`src/verilog/irq_ctrl_pkg.sv`:
```
// Package of constants and types for the four-source interrupt control block
// Summary of operation
// - Main reg bits 0-3: master, ext, timer, timebase enables
// - Main reg flags bits 4-6; bit 7 reads zero
// - Second reg: rtc enable bit0, flag bit4
// - Registers at data addresses 0x0b and 0x1e
// - Timebase request calls 0x0c, clears flag, master
// - Rtc request calls 0x10, clears flag, master
// - No nesting until return or re-enable
// - Return-from-interrupt sets master; plain return does not
// - Requests evaluated at next second-phase strobe
// - Fixed priority: ext, timer, timebase, rtc
// - Master enable zero blocks all service
// - Disabled source never serviced, flag still recorded
// - Flags stay set until acknowledged or cleared
// - Falling pin edge sets ext flag; vector 0x04
// - Timer overflow sets timer flag; vector 0x08
// - Full stack blocks every acknowledge
// - Acknowledge pushes only the program counter
package irq_ctrl_pkg;
  localparam logic [7:0] main_reg_addr = 8'h0b;
  localparam logic [7:0] rtc_reg_addr = 8'h1e;
  localparam int master_bit = 0;
  localparam int ext_en_bit = 1;
  localparam int timer_en_bit = 2;
  localparam int timebase_en_bit = 3;
  localparam int ext_flag_bit = 4;
  localparam int timer_flag_bit = 5;
  localparam int timebase_flag_bit = 6;
  localparam int rtc_en_bit = 0;
  localparam int rtc_flag_bit = 4;
  localparam logic [7:0] ext_vector = 8'h04;
  localparam logic [7:0] timer_vector = 8'h08;
  localparam logic [7:0] timebase_vector = 8'h0c;
  localparam logic [7:0] rtc_vector = 8'h10;
  localparam logic [3:0] enable_reset = 4'h0;
  localparam logic [3:0] flag_reset = 4'h0;
  localparam int sync_stages = 3;

  // Source order in every 4-bit vector: 0 ext, 1 timer, 2 timebase, 3 rtc
  typedef struct packed {
    logic [7:0] addr;
    logic [7:0] wdata;
    logic wr;
    logic rd;
  } reg_req_t;

  typedef struct packed {
    logic strobe;
    logic stack_full;
    logic return_from_interrupt;
  } core_ctl_t;

  typedef struct packed {
    logic valid;
    logic [7:0] vector;
  } ack_t;
endpackage : irq_ctrl_pkg

```
`src/verilog/pin_edge_sync.sv`:
```
// Three-stage pin synchroniser with falling edge detect
module pin_edge_sync (
  input wire logic ref_clk,
  input wire logic rst_b,
  input wire logic pin,
  output logic fall
);
  import irq_ctrl_pkg::*;

  logic [sync_stages-1:0] stage;
  logic settled;

  // Idle high so reset does not fake an edge; stage 0 only feeds stage 1
  always_ff @(posedge ref_clk or negedge rst_b) begin
    if (!rst_b) begin
      stage <= '1;
    end else begin
      stage <= {stage[sync_stages-2:0], pin};
    end
  end

  // Level moves only when stages two and three agree, so a one-cycle glitch never counts
  always_ff @(posedge ref_clk or negedge rst_b) begin
    if (!rst_b) begin
      settled <= 1'b1;
    end else if (stage[1] == stage[2]) begin
      settled <= stage[2];
    end
  end

  // Falling edge: settled level high while both late stages now agree low
  assign fall = settled & ~stage[1] & ~stage[2];
endmodule : pin_edge_sync

```
`src/verilog/four_source_interrupt_control.sv`:
```
// Four-source interrupt controller: registers, flags, priority and acknowledge
module four_source_interrupt_control (
  input wire logic ref_clk,
  input wire logic rst_b,
  input wire irq_ctrl_pkg::reg_req_t reg_req,
  output logic [7:0] reg_rdata,
  input wire irq_ctrl_pkg::core_ctl_t core_ctl,
  input wire logic ext_irq_pin_b,
  input wire logic timer_overflow,
  input wire logic timebase_tick,
  input wire logic rtc_tick,
  output irq_ctrl_pkg::ack_t ack,
  output logic push_pc
);
  import irq_ctrl_pkg::*;

  logic master_irq_enable;
  logic [3:0] src_enable;
  logic [3:0] flag;
  logic ext_request_flag;
  logic timer_request_flag;
  logic timebase_request_flag;
  logic rtc_request_flag;
  logic [3:0] event_in;
  logic ext_fall;
  logic [1:0] sel;
  logic wr_main;
  logic wr_rtc;
  logic rd_main;
  logic rd_rtc;
  logic [7:0] main_view;
  logic [7:0] rtc_view;
  logic [3:0] live;
  logic [3:0] grant;
  logic [3:0] clr_ack;
  logic take;

  // Fixed priority pick, lowest index wins
  function automatic logic [3:0] pick_first(input logic [3:0] req);
    logic [3:0] g;
    g = 4'h0;
    for (int i = 3; i >= 0; i--) begin
      if (req[i]) begin
        g = 4'h0;
        g[i] = 1'b1;
      end
    end
    return g;
  endfunction : pick_first

  // Vector for a one-hot grant
  function automatic logic [7:0] vector_of(input logic [3:0] g);
    case (g)
      4'b0001: return ext_vector;
      4'b0010: return timer_vector;
      4'b0100: return timebase_vector;
      4'b1000: return rtc_vector;
      default: return 8'h00;
    endcase
  endfunction : vector_of

  // Register select for a data address; bit 0 main, bit 1 rtc, nothing elsewhere
  function automatic logic [1:0] reg_sel(input logic [7:0] a);
    logic [1:0] s;
    s = 2'h0;
    if (a == main_reg_addr) begin
      s[0] = 1'b1;
    end
    if (a == rtc_reg_addr) begin
      s[1] = 1'b1;
    end
    return s;
  endfunction : reg_sel

  pin_edge_sync u_ext_sync (
    .ref_clk(ref_clk),
    .rst_b(rst_b),
    .pin(ext_irq_pin_b),
    .fall(ext_fall)
  );

  // Address decode; one select feeds both the write and the read side
  assign sel = reg_sel(reg_req.addr);
  assign wr_main = reg_req.wr && sel[0];
  assign wr_rtc = reg_req.wr && sel[1];
  assign rd_main = reg_req.rd && sel[0];
  assign rd_rtc = reg_req.rd && sel[1];

  // Hardware events; pin edge, overflow and ticks are same-clock pulses
  assign event_in = {rtc_tick, timebase_tick, timer_overflow, ext_fall};

  // Sticky flags gathered in source order for the priority pick
  assign flag = {rtc_request_flag, timebase_request_flag, timer_request_flag, ext_request_flag};
  assign live = flag & src_enable;

  // Acknowledge only on the strobe, master on, stack room; flags latched between strobes
  assign take = core_ctl.strobe && master_irq_enable
    && !core_ctl.stack_full;
  assign grant = take ? pick_first(live) : 4'h0;
  assign clr_ack = grant;

  // Read images; bit 7 of main and the gaps of the rtc register are wired to zero
  assign main_view = {1'b0, flag[2:0], src_enable[2:0], master_irq_enable};
  assign rtc_view = {3'h0, flag[3], 3'h0, src_enable[3]};

  // Master enable: ack clears it, return-from-interrupt sets it, write is software's
  always_ff @(posedge ref_clk or negedge rst_b) begin
    if (!rst_b) begin
      master_irq_enable <= 1'b0;
    end else if (|grant) begin
      master_irq_enable <= 1'b0;
    end else if (core_ctl.return_from_interrupt) begin
      master_irq_enable <= 1'b1;
    end else if (wr_main) begin
      master_irq_enable <= reg_req.wdata[master_bit];
    end
  end

  // Source enables, written by software only
  always_ff @(posedge ref_clk or negedge rst_b) begin
    if (!rst_b) begin
      src_enable <= enable_reset;
    end else begin
      if (wr_main) begin
        src_enable[0] <= reg_req.wdata[ext_en_bit];
        src_enable[1] <= reg_req.wdata[timer_en_bit];
        src_enable[2] <= reg_req.wdata[timebase_en_bit];
      end
      if (wr_rtc) begin
        src_enable[3] <= reg_req.wdata[rtc_en_bit];
      end
    end
  end

  // External flag; a pin edge beats an ack or a software clear in the same cycle
  always_ff @(posedge ref_clk or negedge rst_b) begin
    if (!rst_b) begin
      ext_request_flag <= flag_reset[0];
    end else if (event_in[0]) begin
      ext_request_flag <= 1'b1;
    end else if (clr_ack[0]) begin
      ext_request_flag <= 1'b0;
    end else if (wr_main) begin
      ext_request_flag <= reg_req.wdata[ext_flag_bit];
    end
  end

  // Timer flag; recorded even while the source is disabled
  always_ff @(posedge ref_clk or negedge rst_b) begin
    if (!rst_b) begin
      timer_request_flag <= flag_reset[1];
    end else if (event_in[1]) begin
      timer_request_flag <= 1'b1;
    end else if (clr_ack[1]) begin
      timer_request_flag <= 1'b0;
    end else if (wr_main) begin
      timer_request_flag <= reg_req.wdata[timer_flag_bit];
    end
  end

  // Time base flag; a tick that meets its own ack survives, so that tick is not lost
  always_ff @(posedge ref_clk or negedge rst_b) begin
    if (!rst_b) begin
      timebase_request_flag <= flag_reset[2];
    end else if (event_in[2]) begin
      timebase_request_flag <= 1'b1;
    end else if (clr_ack[2]) begin
      timebase_request_flag <= 1'b0;
    end else if (wr_main) begin
      timebase_request_flag <= reg_req.wdata[timebase_flag_bit];
    end
  end

  // Real time clock flag lives in the second register
  always_ff @(posedge ref_clk or negedge rst_b) begin
    if (!rst_b) begin
      rtc_request_flag <= flag_reset[3];
    end else if (event_in[3]) begin
      rtc_request_flag <= 1'b1;
    end else if (clr_ack[3]) begin
      rtc_request_flag <= 1'b0;
    end else if (wr_rtc) begin
      rtc_request_flag <= reg_req.wdata[rtc_flag_bit];
    end
  end

  // Acknowledge registered: one-cycle pulse with vector; only the PC is pushed
  always_ff @(posedge ref_clk or negedge rst_b) begin
    if (!rst_b) begin
      ack <= '0;
      push_pc <= 1'b0;
    end else begin
      ack.valid <= |grant;
      ack.vector <= (|grant) ? vector_of(grant) : 8'h00;
      push_pc <= |grant;
    end
  end

  // Read data, registered; other addresses and idle cycles read zero
  always_ff @(posedge ref_clk or negedge rst_b) begin
    if (!rst_b) begin
      reg_rdata <= 8'h00;
    end else if (rd_main) begin
      reg_rdata <= main_view;
    end else if (rd_rtc) begin
      reg_rdata <= rtc_view;
    end else begin
      reg_rdata <= 8'h00;
    end
  end

  // Checks: acknowledge gating and timing
  ack_on_strobe_a: assert property (@(posedge ref_clk) disable iff (!rst_b)
    ack.valid |-> $past(core_ctl.strobe) && !$past(core_ctl.stack_full))
    else $error("ack without strobe or with full stack");
  no_strobe_a: assert property (@(posedge ref_clk) disable iff (!rst_b)
    !core_ctl.strobe |-> grant == 4'h0)
    else $error("grant outside the strobe cycle");
  strobe_gate_a: assert property (@(posedge ref_clk) disable iff (!rst_b)
    take && live != 4'h0 |=> ack.valid)
    else $error("enabled request not served at the strobe");
  master_cleared_a: assert property (@(posedge ref_clk) disable iff (!rst_b)
    ack.valid |-> !master_irq_enable)
    else $error("master enable still set after ack");
  master_gate_a: assert property (@(posedge ref_clk) disable iff (!rst_b)
    !master_irq_enable ##1 1 |-> !ack.valid)
    else $error("ack while master disabled");
  stack_full_a: assert property (@(posedge ref_clk) disable iff (!rst_b)
    core_ctl.stack_full |=> !ack.valid)
    else $error("ack while stack full");
  full_blocks_a: assert property (@(posedge ref_clk) disable iff (!rst_b)
    core_ctl.stack_full |-> grant == 4'h0)
    else $error("grant while stack full");
  single_ack_a: assert property (@(posedge ref_clk) disable iff (!rst_b)
    ack.valid |=> !ack.valid)
    else $error("nested ack without re-enable");
  master_hold_a: assert property (@(posedge ref_clk) disable iff (!rst_b)
    !master_irq_enable && !core_ctl.return_from_interrupt && !wr_main |=> !master_irq_enable)
    else $error("master enable came back on its own");
  return_from_interrupt_sets_a: assert property (@(posedge ref_clk) disable iff (!rst_b)
    core_ctl.return_from_interrupt && !take |=> master_irq_enable)
    else $error("return did not restore master enable");
  push_pair_a: assert property (@(posedge ref_clk) disable iff (!rst_b)
    push_pc == ack.valid)
    else $error("push and ack disagree");
  vector_idle_a: assert property (@(posedge ref_clk) disable iff (!rst_b)
    !ack.valid |-> ack.vector == 8'h00)
    else $error("vector shown without ack");

  // Checks: priority and enables
  ext_priority_a: assert property (@(posedge ref_clk) disable iff (!rst_b)
    take && flag[0] && src_enable[0] |=> ack.vector == ext_vector)
    else $error("external not chosen first");
  timer_before_tb_a: assert property (@(posedge ref_clk) disable iff (!rst_b)
    take && live[1] && !live[0] |=> ack.vector == timer_vector)
    else $error("timer not chosen over lower sources");
  grant_onehot_a: assert property (@(posedge ref_clk) disable iff (!rst_b)
    $onehot0(grant))
    else $error("more than one source granted");
  rtc_vector_a: assert property (@(posedge ref_clk) disable iff (!rst_b)
    take && (flag & src_enable) == 4'b1000 |=> ack.valid && ack.vector == rtc_vector)
    else $error("rtc vector wrong");
  disabled_src_a: assert property (@(posedge ref_clk) disable iff (!rst_b)
    !src_enable[2] |=> ack.vector != timebase_vector)
    else $error("disabled time base serviced");

  // Checks: flag set and clear
  ext_edge_a: assert property (@(posedge ref_clk) disable iff (!rst_b)
    ext_fall |=> flag[0])
    else $error("pin edge not recorded");
  timer_event_a: assert property (@(posedge ref_clk) disable iff (!rst_b)
    timer_overflow |=> flag[1])
    else $error("timer overflow not recorded");
  timebase_event_a: assert property (@(posedge ref_clk) disable iff (!rst_b)
    timebase_tick |=> flag[2])
    else $error("time base tick not recorded");
  rtc_event_a: assert property (@(posedge ref_clk) disable iff (!rst_b)
    rtc_tick |=> flag[3])
    else $error("rtc tick not recorded");
  ext_clear_a: assert property (@(posedge ref_clk) disable iff (!rst_b)
    grant[0] && !ext_fall |=> !flag[0] && ack.vector == ext_vector)
    else $error("external ack did not clear its flag");
  timer_clear_a: assert property (@(posedge ref_clk) disable iff (!rst_b)
    grant[1] && !timer_overflow |=> !flag[1] && ack.vector == timer_vector)
    else $error("timer ack did not clear its flag");
  timebase_clear_a: assert property (@(posedge ref_clk) disable iff (!rst_b)
    grant[2] && !timebase_tick |=> !flag[2] && ack.vector == timebase_vector)
    else $error("time base ack did not clear its flag");
  rtc_clear_a: assert property (@(posedge ref_clk) disable iff (!rst_b)
    grant[3] && !rtc_tick |=> !flag[3] && !master_irq_enable)
    else $error("rtc ack did not clear flag and master");
  flag_hold_a: assert property (@(posedge ref_clk) disable iff (!rst_b)
    flag[1] && !clr_ack[1] && !wr_main |=> flag[1])
    else $error("timer flag dropped");
  rtc_flag_hold_a: assert property (@(posedge ref_clk) disable iff (!rst_b)
    flag[3] && !clr_ack[3] && !wr_rtc |=> flag[3])
    else $error("rtc flag dropped");

  // Checks: register map
  main_read_a: assert property (@(posedge ref_clk) disable iff (!rst_b)
    rd_main |=> reg_rdata[3:0] == $past({src_enable[2:0], master_irq_enable}))
    else $error("main register enables read back wrong");
  main_flags_a: assert property (@(posedge ref_clk) disable iff (!rst_b)
    rd_main |=> reg_rdata[7:4] == {1'b0, $past(flag[2:0])})
    else $error("main register flags read back wrong");
  rtc_read_a: assert property (@(posedge ref_clk) disable iff (!rst_b)
    rd_rtc |=> reg_rdata == {3'h0, $past(flag[3]), 3'h0, $past(src_enable[3])})
    else $error("rtc register read back wrong");
  unmapped_read_a: assert property (@(posedge ref_clk) disable iff (!rst_b)
    reg_req.rd && reg_sel(reg_req.addr) == 2'h0 |=> reg_rdata == 8'h00)
    else $error("unmapped address read nonzero");
  master_write_a: assert property (@(posedge ref_clk) disable iff (!rst_b)
    wr_main && !core_ctl.return_from_interrupt && grant == 4'h0 |=>
      master_irq_enable == $past(reg_req.wdata[master_bit]))
    else $error("master enable write lost");
  rtc_enable_write_a: assert property (@(posedge ref_clk) disable iff (!rst_b)
    wr_rtc |=> src_enable[3] == $past(reg_req.wdata[rtc_en_bit]))
    else $error("rtc enable write lost");

  // Main scenarios
  ext_ack_c: cover property (@(posedge ref_clk) ack.valid && ack.vector == ext_vector);
  timer_ack_c: cover property (@(posedge ref_clk) ack.valid && ack.vector == timer_vector);
  rtc_ack_c: cover property (@(posedge ref_clk) ack.valid && ack.vector == rtc_vector);
  tie_c: cover property (@(posedge ref_clk) take && $countones(flag & src_enable) > 1);
  return_from_interrupt_c: cover property (@(posedge ref_clk) ack.valid ##[1:20] core_ctl.return_from_interrupt);
endmodule : four_source_interrupt_control

```
`config.mk`:
```
export PLATFORM = sky130hd
export DESIGN_NAME = four_source_interrupt_control
export DESIGN_NICKNAME = d
export VERILOG_FILES = /design/src/verilog/irq_ctrl_pkg.sv /design/src/verilog/pin_edge_sync.sv /design/src/verilog/four_source_interrupt_control.sv
export SDC_FILE = /design/constraint.sdc
export NUM_CORES = 1
export LEC_CHECK = 0
export ABC_AREA = 1
export BUFFER_PORTS_ARGS = -buffer_cell sky130_fd_sc_hd__buf_2
export CORE_MARGIN = 3
export CORE_UTILIZATION = 43
export CTS_CLUSTER_SIZE = 14
export DETAILED_ROUTE_END_ITERATION = 7
export PLACE_DENSITY_LB_ADDON = 0.2
export SLEW_MARGIN = 30
export SYNTH_ARGS = -nofsm -noshare
export SYNTH_HDL_FRONTEND = slang
export SYNTH_SLANG_ARGS = --single-unit
```
`constraint.sdc`:
```
create_clock -name ref_clk -period 1.94 [get_ports ref_clk]
set_clock_uncertainty 0.2 [all_clocks]
set_input_delay 0.194 -clock ref_clk [delete_from_list [all_inputs] [get_ports ref_clk]]
set_output_delay 0.194 -clock ref_clk [all_outputs]
set_load 0.005 [all_outputs]
```
==> reports/qor.yml <==
synth_cell_types: 25
yosysWarnings: 0
instances_no_fill: 219
cts_inserted_buffers: 3
grt_max_degree: 25
fin_nets: 217
async_flop_share: 1.000
numClockSinks: 24
final-hold-violation-count: 0
wire_per_inst_um: 10.43
power.density_nw_per_um2: 699.0
boundaryPins: 45
power_leakage_nw: 0.9306
synth.area.top_cells: "dfrtp_1, nand2_1, dfstp_2"
max-slew-margin-rel: 0.6600
hold_path.class: "in2reg"
cp_data_required_time_ps: 1940
crit_type: "reg2reg"
grt_pass1_wl_um: 3829
place_congestion: 0.7512
clk_pin_slew_worst_paths_ps: 120
cts_tree: "done"
syn_avg_cell_area_um2: 8.861
cts_buffer_depth: 2
yosysTopAreaCell: "dfrtp_1"
ys_top_cells_by_count: "nand2_1, dfrtp_1, inv_1"
synth.cell_area_um2: 1187
dieWidth_um: 58.55
drtAntennaViolNets: 0
slew_viol_final: 0
synth_edf_count: 0
design_area_um2: 1568
root_buffer: "clkbuf_4"
synth_top_area_share: 0.4215
cts.repair.resized: 0
antenna_found_initial: 0
synth_ff_type: "dfrtp_1"
fp.dieArea_um2: 3428
utilization: 0.6160
rows: 18
holdWs_ps: 24.15
cap_violations: 0
synth_seq_cells: 24
peakVddDrop_mv: 0.5037
crit_path_start_kind: "register"
io_buffers: 37
cp.arrival_ps: 1820
rsz0062_at_grt: "true"
first_iter_violations: 5
grt_pass1_vias: 939
status: "complete, no violations"
period_minus_slack_ps: 1817
timing.fmax_ghz: 0.5503
dpl-instance-area_um2: 1376
start_util: 0.4666
area_growth_pct: 32.03
num-fill-cells: 227
placed_cells: 199
end_kind: "register"
coreArea_um2: 2545
yosysSeqAreaShare: 0.5100
drcViolationCount: 0
synth.most_common_cell: "nand2_1"
tightest_slew_ps: 510.0
die_h_um: 58.55
total_power_mw: 1.096
drt_wl_total_um: 2285
track_usage: 0.1463
setup_viol: 0
clk_latency_ps: 300
dp_hpwl_um: 1755
gr-total-overflow: 0
cts-htree-levels: 1
synthCells: 134
drive_above_1_share: 0.3757
via_per_inst: 4.466
cp_max_fo: 4
drt_pass1_iterations: 4
period_share: 0.9367
diodes: 0
vias: 978
[final cells by class]
cell class / count / area [um^2] / area share
flip-flops and latches: 24 / 605.6 / 0.3863
clock buffers: 4 / 36.28 / 0.02314
inverters: 24 / 92.59 / 0.05906
repair buffers: 53 / 340.3 / 0.2171
well taps: 30 / 37.54 / 0.02394
multi-input cells: 84 / 455.4 / 0.2905
[what timing repair did]
item                                   4_1_cts  5_1_grt
setup buffers                                0        2
setup endpoints to repair                    0        2
hold buffers                                14        0
endpoints found under the hold margin       34        0
[metal layers]
layer,track usage,part of all wire
met1,0.1896,0.45
met2,0.2456,0.50
met3,0.02632,0.049
met4,0.04967,0.010
met5,0,0
[state kept, by name, summed over array words and instances (netlist names)]
signal and flops:
ack 3, ext_request_flag 1, master_irq_enable 1, push_pc 1
reg_rdata 7, rtc_request_flag 1, src_enable 4, timebase_request_flag 1
timer_request_flag 1, u_ext_sync.settled 1, u_ext_sync.stage 3
[path summary, 6_finish.rpt]
path,start,to,slack (ps),cells after the start
worst max-delay path,master_irq_enable,timer_request_flag,120,8
worst min-delay path,core_ctl[1],ack[3],20,4
worst max register to register,master_irq_enable,timer_request_flag,120,8
worst min register to register,u_ext_sync.stage[0],u_ext_sync.stage[1],170,0
max in group asynchronous,rst_b,u_ext_sync.stage[1],990,2
min in group asynchronous,rst_b,ack[4],190,2
[cells by family (layout without fill, tap and decap cells)]
kind of cell / Yosys count / in the layout / synth area share
other: 1 / 6 / 0.003158
buffers and inverters: 31 / 81 / 0.1222
and+or+nand+nor: 68 / 68 / 0.3151
AOI/OAI and AO/OA: 10 / 10 / 0.04951
DFF: 24 / 24 / 0.5100
[layout by cell type (no fill, tap or decap), drive strengths merged, types with 4 or more instances in the layout]
cell	instances
clkbuf	4
o21ai	7
conb	6
inv	24
nor2	18
dlygate4sd3	14
dfrtp	20
nand2	37
nand3	10
buf	39
dfstp	4
[per-stage QoR]
step	setup slack [ps]	TNS, ps
after detailed placement	613.4	0
after CTS	91.75	0
after global placement	630.0	0
final	122.8	0
after floorplan	730.3	0
after global routing	-10.31	-10.31
[report_power, final]
part | switching, mW | leakage [nW] | internal, mW
sequential | 0.0307 | 0.288 | 0.558
combinational | 0.140 | 0.622 | 0.115
clock | 0.137 | 0.0210 | 0.114
total | 0.308 | 0.931 | 0.787
[worst max-delay path, cell delays in order (launching register included)]
cell and delay (ps):
dfrtp_1 370, nand2_1 110, nor2_4 150, nand3_2 110, nand2_1 80, nand2_1 40, nand2_1 60, o21ai_1 50
dlygate4sd3_1 550
Power figures use the tool's default switching activity.
